**src/verilog/cci_defines.svh**
```systemverilog
// Register offsets, field positions, reset values and timing counts for the
// converter clock and input control block.
// Assumes inclusion by bare name from the design files.
`ifndef CCI_DEFINES_SVH
`define CCI_DEFINES_SVH

// ----------------------------------------------------------------------------
// Register indices and byte addresses
// ----------------------------------------------------------------------------
// The converter registers keep their word index; the bus is a word wide, so
// the byte address is four times the index.
`define CCI_INPUT_CTRL_IDX    10'h0a5
`define CCI_DATA_CONV_IDX     10'h0a4
`define CCI_INPUT_CTRL_ADDR   {`CCI_INPUT_CTRL_IDX, 2'b00}
`define CCI_DATA_CONV_ADDR    {`CCI_DATA_CONV_IDX, 2'b00}
`define CCI_IRQ_STATUS_ADDR   12'h0b0
`define CCI_IRQ_ENABLE_ADDR   12'h0b4
`define CCI_IRQ_CLEAR_ADDR    12'h0b8

// ----------------------------------------------------------------------------
// Field positions
// ----------------------------------------------------------------------------
`define CCI_IC_CONNECT        7
`define CCI_IC_INT_REF        6
`define CCI_IC_TRG_HI         5
`define CCI_IC_TRG_LO         4
`define CCI_IC_BALANCED       3
`define CCI_IC_CHAN_HI        2
`define CCI_DC_DONE           7
`define CCI_DC_BUSY           6
`define CCI_DC_ENABLE         4
`define CCI_DC_CLK_HI         2

// ----------------------------------------------------------------------------
// Reset values and timing
// ----------------------------------------------------------------------------
`define CCI_INPUT_CTRL_RST    8'h00
`define CCI_DATA_CONV_RST     8'h00
`define CCI_CONV_TICKS        8'h0d

`endif

```
**src/verilog/cci_pkg.sv**
```systemverilog
// Types shared by the converter clock and input control files.
// Assumes the defines header is also available.
package cci_pkg;
  typedef enum logic [2:0] {
    TRG_SOFTWARE = 3'b001,
    TRG_TIMER0   = 3'b010,
    TRG_TIMER1   = 3'b100
  } cci_trig_type;

  typedef enum logic [1:0] {
    ST_IDLE = 2'b01,
    ST_CONV = 2'b10
  } cci_state_type;
endpackage

```
**src/verilog/cci_clock_divider.sv**
```systemverilog
// Converter clock divider: divides the raw oscillator by 2..128.
// Assumes core_clk is the undivided oscillator; the divider has no separate clock input.
`timescale 1ns/10ps
module cci_clock_divider #(
  parameter int DIV_W = 7
) (
  // Clock and reset
  input  wire logic       core_clk,
  input  wire logic       rstn,
  input  wire logic       clkEn,
  // Control
  input  wire logic [2:0] clkSel,
  // Output tick
  output logic            convTick
);
  // Any other width would truncate or pad the terminal count.
  if (DIV_W != 7)
  begin : gBadWidth
    $error("cci_clock_divider: DIV_W must be 7");
  end

  logic [DIV_W-1:0] count_r;
  logic [DIV_W-1:0] count_nxt;
  logic             tick_r;
  logic             tick_nxt;
  logic [DIV_W-1:0] lastCount;

  // Terminal count is ratio minus one; code 000 keeps the divider stopped.
  always_comb
  begin
    lastCount = DIV_W'((8'h01 << clkSel) - 8'h01);
    tick_nxt  = 1'b0;
    count_nxt = count_r + 7'h01;
    if (clkSel == 3'h0)
    begin
      count_nxt = 7'h00;
    end
    else if (count_r >= lastCount)
    begin
      count_nxt = 7'h00;
      tick_nxt  = 1'b1;
    end
  end

  // Registered so the tick comes straight from a flip-flop.
  always_ff @(posedge core_clk or negedge rstn)
  begin
    if (!rstn)
    begin
      count_r <= 7'h00;
      tick_r  <= 1'b0;
    end
    else if (clkEn)
    begin
      count_r <= count_nxt;
      tick_r  <= tick_nxt;
    end
  end

  assign convTick = tick_r;
endmodule // cci_clock_divider

```
**src/verilog/cci_converter_control.sv**
```systemverilog
// Converter clock and input control: APB registers, trigger logic, clock
// divider and analog control outputs.
// Assumes APB master on core_clk; timer overflow pulses from same clock.
//
// Chosen here: the APB slave port.
`timescale 1ns/10ps
`include "cci_defines.svh"
module cci_converter_control (
  // Clock, reset and clock enable
  input  wire logic        core_clk,
  input  wire logic        rstn,
  input  wire logic        clkEn,
  // APB slave
  input  wire logic        psel,
  input  wire logic        penable,
  input  wire logic        pwrite,
  input  wire logic [11:0] paddr,
  input  wire logic [31:0] pwdata,
  output logic [31:0]      prdata,
  output logic             pready,
  output logic             pslverr,
  // Core events
  input  wire logic        timer0Ovf,
  input  wire logic        timer1Ovf,
  input  wire logic        isrEntry,
  // Analog control, done flag and interrupt
  output logic             inputConnect,
  output logic             internalRefSelect,
  output logic             balancedInputMode,
  output logic [2:0]       channelSelect,
  output logic             convClkTick,
  output logic             convStart,
  output logic             conversionDoneFlag,
  output logic             irq
);

  // --------------------------------------------------------------------------
  // Registers and state
  // --------------------------------------------------------------------------
  logic [7:0]  inCtrl_r, inCtrl_nxt;
  logic [7:0]  dataConv_r, dataConv_nxt;
  logic [1:0]  irqStat_r, irqStat_nxt;
  logic [1:0]  irqEn_r, irqEn_nxt;
  logic [31:0] prdata_r, prdata_nxt;
  logic        pready_r, pready_nxt;
  logic        pslverr_r, pslverr_nxt;
  logic [7:0]  convCnt_r, convCnt_nxt;
  logic        start_r, start_nxt;
  logic        irq_r, irq_nxt;
  logic        ic_r [2];
  cci_pkg::cci_state_type state_r, state_nxt;
  cci_pkg::cci_trig_type  trig;
  logic        divTick;
  logic        wrAcc, rdAcc, trigger, finish;

  // Decode used for both read and write paths.
  function automatic logic mapped(input logic [11:0] a);
    mapped = (a == `CCI_INPUT_CTRL_ADDR) || (a == `CCI_DATA_CONV_ADDR) ||
             (a == `CCI_IRQ_STATUS_ADDR) || (a == `CCI_IRQ_ENABLE_ADDR) ||
             (a == `CCI_IRQ_CLEAR_ADDR);
  endfunction

  function automatic cci_pkg::cci_trig_type decodeTrig(input logic [1:0] f);
    case (f)
      2'b01:   decodeTrig = cci_pkg::TRG_TIMER0;
      2'b10:   decodeTrig = cci_pkg::TRG_TIMER1;
      default: decodeTrig = cci_pkg::TRG_SOFTWARE;
    endcase
  endfunction

  // --------------------------------------------------------------------------
  // Converter clock
  // --------------------------------------------------------------------------
  cci_clock_divider #(
    .DIV_W (7)
  ) uDiv (
    .core_clk (core_clk),
    .rstn     (rstn),
    .clkEn    (clkEn),
    .clkSel   (dataConv_r[`CCI_DC_CLK_HI:0]),
    .convTick (divTick)
  );

  // --------------------------------------------------------------------------
  // Bus and conversion logic
  // --------------------------------------------------------------------------
  // Access completes one cycle after setup; pready is registered.
  assign wrAcc = psel && penable && pready_r && pwrite;
  assign rdAcc = psel && !penable && !pwrite;

  // Reserved trigger code 11 is treated as software so starts never hang.
  always_comb
  begin
    trig = decodeTrig(inCtrl_r[`CCI_IC_TRG_HI:`CCI_IC_TRG_LO]);
    trigger = 1'b0;
    if (dataConv_r[`CCI_DC_ENABLE] && state_r == cci_pkg::ST_IDLE)
    begin
      case (trig)
        cci_pkg::TRG_TIMER0: trigger = timer0Ovf;
        cci_pkg::TRG_TIMER1: trigger = timer1Ovf;
        default:             trigger = wrAcc && paddr == `CCI_DATA_CONV_ADDR
                                       && pwdata[`CCI_DC_BUSY];
      endcase
    end
    finish = state_r == cci_pkg::ST_CONV && convCnt_r == 8'h00 && divTick;
  end

  // Register, flag and sequencer next-state logic.
  always_comb
  begin
    inCtrl_nxt   = inCtrl_r;
    dataConv_nxt = dataConv_r;
    irqStat_nxt  = irqStat_r;
    irqEn_nxt    = irqEn_r;
    state_nxt    = state_r;
    convCnt_nxt  = convCnt_r;
    pready_nxt   = psel && !penable;
    pslverr_nxt  = psel && !penable && !mapped(paddr);
    prdata_nxt   = 32'h0;
    start_nxt    = trigger;
    if (rdAcc)
    begin
      case (paddr)
        `CCI_INPUT_CTRL_ADDR: prdata_nxt = {24'h0, inCtrl_r};
        `CCI_DATA_CONV_ADDR:  prdata_nxt = {24'h0, dataConv_r};
        `CCI_IRQ_STATUS_ADDR: prdata_nxt = {30'h0, irqStat_r};
        `CCI_IRQ_ENABLE_ADDR: prdata_nxt = {30'h0, irqEn_r};
        default:              prdata_nxt = 32'h0;
      endcase
    end
    if (wrAcc)
    begin
      case (paddr)
        `CCI_INPUT_CTRL_ADDR: inCtrl_nxt = pwdata[7:0];
        `CCI_DATA_CONV_ADDR:  dataConv_nxt = {dataConv_r[7:6], pwdata[5:0]};
        `CCI_IRQ_ENABLE_ADDR: irqEn_nxt = pwdata[1:0];
        `CCI_IRQ_CLEAR_ADDR:  irqStat_nxt = irqStat_r & ~pwdata[1:0];
        default:              irqEn_nxt = irqEn_r;
      endcase
    end
    if (isrEntry)
    begin
      dataConv_nxt[`CCI_DC_DONE] = 1'b0;
    end
    case (state_r)
      cci_pkg::ST_IDLE:
      begin
        if (trigger)
        begin
          state_nxt   = cci_pkg::ST_CONV;
          convCnt_nxt = `CCI_CONV_TICKS;
          dataConv_nxt[`CCI_DC_BUSY] = 1'b1;
          irqStat_nxt[1] = 1'b1;
        end
      end
      cci_pkg::ST_CONV:
      begin
        if (divTick && convCnt_r != 8'h00)
        begin
          convCnt_nxt = convCnt_r - 8'h01;
        end
        if (finish)
        begin
          state_nxt = cci_pkg::ST_IDLE;
          dataConv_nxt[`CCI_DC_BUSY] = 1'b0;
          dataConv_nxt[`CCI_DC_DONE] = 1'b1;
          irqStat_nxt[0] = 1'b1;
        end
      end
      default: state_nxt = cci_pkg::ST_IDLE;
    endcase
    irq_nxt = |(irqStat_nxt & irqEn_nxt);
  end

  // Registered state; reset to zero everywhere except state_r, which loads ST_IDLE.
  always_ff @(posedge core_clk or negedge rstn)
  begin
    if (!rstn)
    begin
      inCtrl_r   <= `CCI_INPUT_CTRL_RST;
      dataConv_r <= `CCI_DATA_CONV_RST;
      irqStat_r  <= 2'h0;
      irqEn_r    <= 2'h0;
      prdata_r   <= 32'h0;
      pready_r   <= 1'b0;
      pslverr_r  <= 1'b0;
      convCnt_r  <= 8'h00;
      start_r    <= 1'b0;
      irq_r      <= 1'b0;
      state_r    <= cci_pkg::ST_IDLE;
    end
    else if (clkEn)
    begin
      inCtrl_r   <= inCtrl_nxt;
      dataConv_r <= dataConv_nxt;
      irqStat_r  <= irqStat_nxt;
      irqEn_r    <= irqEn_nxt;
      prdata_r   <= prdata_nxt;
      pready_r   <= pready_nxt;
      pslverr_r  <= pslverr_nxt;
      convCnt_r  <= convCnt_nxt;
      start_r    <= start_nxt;
      irq_r      <= irq_nxt;
      state_r    <= state_nxt;
    end
  end

  // Analog outputs mirror the control register fields, one flop each except balancedInputMode, taken from inCtrl_r.
  generate
    for (genvar i = 0; i < 2; i++)
    begin : gIc
      always_ff @(posedge core_clk or negedge rstn)
      begin
        if (!rstn)
          ic_r[i] <= 1'b0;
        else if (clkEn)
          ic_r[i] <= inCtrl_nxt[i+`CCI_IC_INT_REF];
      end
    end
  endgenerate

  logic [2:0] chan_r;
  logic       tickOut_r;
  always_ff @(posedge core_clk or negedge rstn)
  begin
    if (!rstn)
    begin
      chan_r    <= 3'h0;
      tickOut_r <= 1'b0;
    end
    else if (clkEn)
    begin
      chan_r    <= inCtrl_nxt[`CCI_IC_CHAN_HI:0];
      tickOut_r <= divTick;
    end
  end

  // Software is expected to clear connect before changing channel.
  assign inputConnect       = ic_r[1];
  assign internalRefSelect  = ic_r[0];
  assign balancedInputMode  = inCtrl_r[`CCI_IC_BALANCED];
  assign channelSelect      = chan_r;
  assign convClkTick        = tickOut_r;
  assign convStart          = start_r;
  assign conversionDoneFlag = dataConv_r[`CCI_DC_DONE];
  assign irq                = irq_r;
  assign prdata             = prdata_r;
  assign pready             = pready_r;
  assign pslverr            = pslverr_r;
endmodule // cci_converter_control

```
**config.mk**
```make
export PLATFORM = sky130hd
export DESIGN_NAME = cci_converter_control
export DESIGN_NICKNAME = d
export VERILOG_FILES = /design/src/verilog/cci_pkg.sv /design/src/verilog/cci_clock_divider.sv /design/src/verilog/cci_converter_control.sv
export VERILOG_INCLUDE_DIRS = /design/src /design/src/verilog
export SDC_FILE = /design/constraint.sdc
export NUM_CORES = 1
export LEC_CHECK = 0
export BUFFER_PORTS_ARGS = -buffer_cell sky130_fd_sc_hd__buf_4
export CAP_MARGIN = 25
export CORE_UTILIZATION = 51
export CTS_BUF_LIST = sky130_fd_sc_hd__clkbuf_2
export CTS_CLUSTER_SIZE = 12
export DETAILED_ROUTE_END_ITERATION = 7
export GPL_TIMING_DRIVEN = 0
export PLACE_DENSITY = 0.8
export SLEW_MARGIN = 10
export SYNTH_ARGS = -nofsm -noshare
export SYNTH_HDL_FRONTEND = slang
export SYNTH_SLANG_ARGS = --single-unit
```
**constraint.sdc**
```tcl
create_clock -name core_clk -period 3.9 [get_ports core_clk]
set_input_delay 0.78 -clock core_clk [delete_from_list [all_inputs] [get_ports core_clk]]
set_output_delay 0.78 -clock core_clk [all_outputs]
set_load 0.02 [all_outputs]
```
==> metrics.md <==
| Metric | Value |
|---|---|
| Grt met1 use | `a little under 30%` |
| Num rows | `27` |
| Post-Place Worst Slack | `between 500 and 600 ps` |
| Max Root-Sink Buffers | `2` |
| Number of synthesis warnings | `0` |
| Pins Over Slew Limit | `0` |
| Worst R2R Setup Slack | `490 ps` |
| Postcts setup bufs | `0` |
| Max-cap violations | `0` |
| Die Span Y | `79.7 um` |
| Max Clock Skew | `42.0 ps` |
| Core area | `0.00564 mm2` |
| Sum Neg Setup Slack | `0 ps` |
| Path type of the worst min-delay path | `in2async` |
| Fin Hold WS | `272 ps` |
| Combinational Power Share | `between 20% and 30%` |
| CTS Hold Buffers Added | `0` |
| Fmax | `roughly 290 MHz` |
| Die area | `0.00634 mm2` |
| Period utilization | `between 80% and 90%` |
| Number of global-route vias before repair | `between 2000 and 2500` |
| PwrDens | `approximately 310 mW/mm2` |
| Multi-input gate area | `0.00153 mm2` |
| Initial DRC count | `159` |
| Reg area | `0.00128 mm2` |
| Slew @ Worst Pin | `between 600 and 700 ps` |
| CP max-delay cell | `dfrtp_1` |
| TritonCTS clock tree | `yes` |
| Switch share | `34.0%` |
| Crit-path max FO | `9` |
| Most frequent cells after synthesis | `dfrtp_1 (50), buf_4 (28), nand2_1 (27)` |
| Async SR Flop Fraction | `100%` |
| Post-Route WL | `6.54 mm` |
| Synth unique cells | `58` |
| Static Leak | `1.81 nW` |
| Number of synthesized flops with an enable pin | `0` |
| Critical Path RT | `between 4000 and 5000 ps` |
| N_diodes | `0` |
| Internal power | `~0.75 mW` |
| DP Wirelength | `4.94 mm` |
| Worst-Skew Late Latency | `approximately 460 ps` |
| Met3 Resource Use GR | `3.89%` |
| Mapped Cells | `308` |
| Setup violations, final | `0` |
| Met2 usage | `a little under two fifths` |
| Clk pwr share | `21.3%` |
| Most area-consuming cells after synthesis | `dfrtp_1 (41%), buf_4 (6.8%), ha_1 (5.3%)` |
| Critical-path cell list | `clkbuf_1 -> or3_1 -> clkbuf_1 -> ha_1 -> nor3_1 -> a21oi_1 -> o21a_1 -> ha_1 -> a21o_1 -> a21oi_1 -> o211a_1 -> nand3_1 -> o311ai_0` |
| Number of top-level pins | `97` |
| Root buffer cell | `clkbuf_2` |
| Chip width | `79.7 um` |
| Layer with the highest usage | `met2` |
| Post-route ant nets | `0` |
| Most common cell in the synthesized netlist | `dfrtp_1` |
| Initial Utilization | `54.5%` |
| Crit-path max cell delay | `roughly 440 ps` |
| Sink Count | `51` |
| Max VDD drop | `0.215 mV` |
| Clock-pin slew on the worst setup and hold paths | `310 ps` |
| Routability congestion estimate | `0.874` |
| WP data arrival | `3780 ps` |
| GR Util All Layers | `22.2%` |
| Initial antenna violation count | `0` |
| Wirelength per Cell | `14.3 um` |
| PortBufs | `46` |
| Status | `finished clean` |
| Util after Layout | `about 65%` |
| First-pass GRT wire length | `11.0 mm` |
| Final hold viol count | `0` |
| Sequential Power Share | `54.3%` |
| H-Tree Depth | `2` |
| Fin crit period | `around 3400 ps` |
| Final #Nets | `450` |
| Final worst-path setup slack | `between 400 and 500 ps` |
| First drt pass iteration count | `4` |
| Share of cells above drive strength 1 | `29.4%` |
| # fillers | `493` |
| DRC | `0` |
| Unrepaired setup endpoints after global routing | `no` |
| Largest net degree at the start of global routing | `52` |
| FF+latch count, synth | `slightly above 50` |
| CP Launch Type | `register` |
| Mapped Avg Cell Area | `9.99 um2` |
| Area share of the largest cell type after synthesis | `~41%` |
| Grt total ovfl | `0` |
| Rel. slew slack | `a little over half` |
| Critical setup path kind | `reg2reg` |
| Post-Syn Area | `0.00308 mm2` |
| Register area share after synthesis | `41.5%` |
| Yosys top cell by area | `dfrtp_1` |
| Top_reg_cell synth | `dfrtp_1` |
| Crit end category | `register` |
| P_sw | `approximately 0.39 mW` |
| CTS Buf Count | `5` |
| Area delta synth->final | `18.6%` |
| Post-CTS sizing | `0` |
| Vias | `approximately 2400` |
| Mean number of vias per cell | `5.32` |
## cell usage in the layout (no fill, tap or decap), types with 6 or more instances in the layout
cell and n:
a21oi_1 10, a22oi_1 9, buf_4 74, clkbuf_1 8
conb_1 24, dfrtp_1 50, ha_1 13, inv_1 14
mux2_2 13, nand2_1 27, nand3_1 10, nand4_1 6
nor2_1 15, o21ai_0 11, o2bb2ai_1 11, xnor2_1 6
## routing by layer
| layer | vias up | share of wire (%) |
|---|---|---|
| met4 | 0 | 1.1 |
| met5 | - | 0 |
| met3 | 8 | 7.2 |
| met1 | 1142 | 44 |
| li1 | 1196 | - |
| met2 | 87 | 48 |
## power by group through the flow
stage	registers (mW)	clock network, mW	logic, mW
after floorplan	0.623	0	0.185
after global placement	0.623	0	0.266
after detailed placement	0.626	0	0.278
after CTS	0.616	0.245	0.279
after global routing	0.624	0.269	0.311
final	0.617	0.242	0.277
## worst paths after layout
path / to / startpoint / cells past startpoint
worst max-delay path: uDiv.count_r[6]$_DFFE_PN0P_ / dataConv_r[2]$_DFFE_PN0P_ / 13
worst min-delay path: inCtrl_r[7]$_DFFE_PN0P_ / rstn / 1
worst max register to register: uDiv.count_r[6]$_DFFE_PN0P_ / dataConv_r[2]$_DFFE_PN0P_ / 13
worst min register to register: dataConv_r[6]$_DFFE_PN0P_ / dataConv_r[6]$_DFFE_PN0P_ / 2
max in group asynchronous: convCnt_r[5]$_DFFE_PN0P_ / rstn / 1
min in group core_clk: inCtrl_r[3]$_DFFE_PN0P_ / pwdata[3] / 2
## registers in the layout, summed over array words and instances, names as in the netlist
| signal | count |
|---|---|
| irqEn_r | 2 |
| uDiv.count_r | 7 |
| irq | 1 |
| prdata | 8 |
| inCtrl_r | 8 |
| convClkTick | 1 |
| dataConv_r | 8 |
| convCnt_r | 8 |
| convStart | 1 |
| pready | 1 |
| pslverr | 1 |
| state_r | 2 |
| irqStat_r | 2 |
| uDiv.convTick | 1 |
## critical path, delay by kind of cell, from the launching register on
kind / cells / cell delay, ps
AOI/OAI and AO/OA: 6 / 1160
adders and majority gates: 2 / 500
buffers and inverters: 2 / 400
DFF: 1 / 440
and+or+nand+nor: 3 / 810
## per-stage QoR
step | cell area [um2] | std cells | total power, mW
2_1_floorplan | 3160 | 331 | 0.808
3_3_place_gp | 3600 | 449 | 0.889
3_5_place_dp | 3600 | 449 | 0.903
4_1_cts | 3650 | 457 | 1.14
5_1_grt | 3650 | 457 | 1.20
6_report | 3650 | 457 | 1.14
## final cells by class
cell class / instances / area share, %
timing repair buffer: 46 / 9.47
sequential: 51 / 35.0
clock inverter: 3 / 0.720
tap: 72 / 2.47
buffer: 41 / 8.33
inverter: 14 / 1.44
clock buffer: 5 / 0.686
multi-input combinational: 225 / 41.9
## logic make-up after synthesis
logic type               Yosys count  synth area share (%)
AO/OA/AOI/OAI                     63                  14.8
XOR/XNOR                           6                  1.71
adder cells (fa/ha/maj)           13                  5.29
buffers and inverters             55                  11.6
flip-flops                        51                  41.5
multiplexers                      20                  7.12
other                              1                 0.122
AND/OR/NAND/NOR                   99                  17.8
Power figures use the tool's default switching activity.
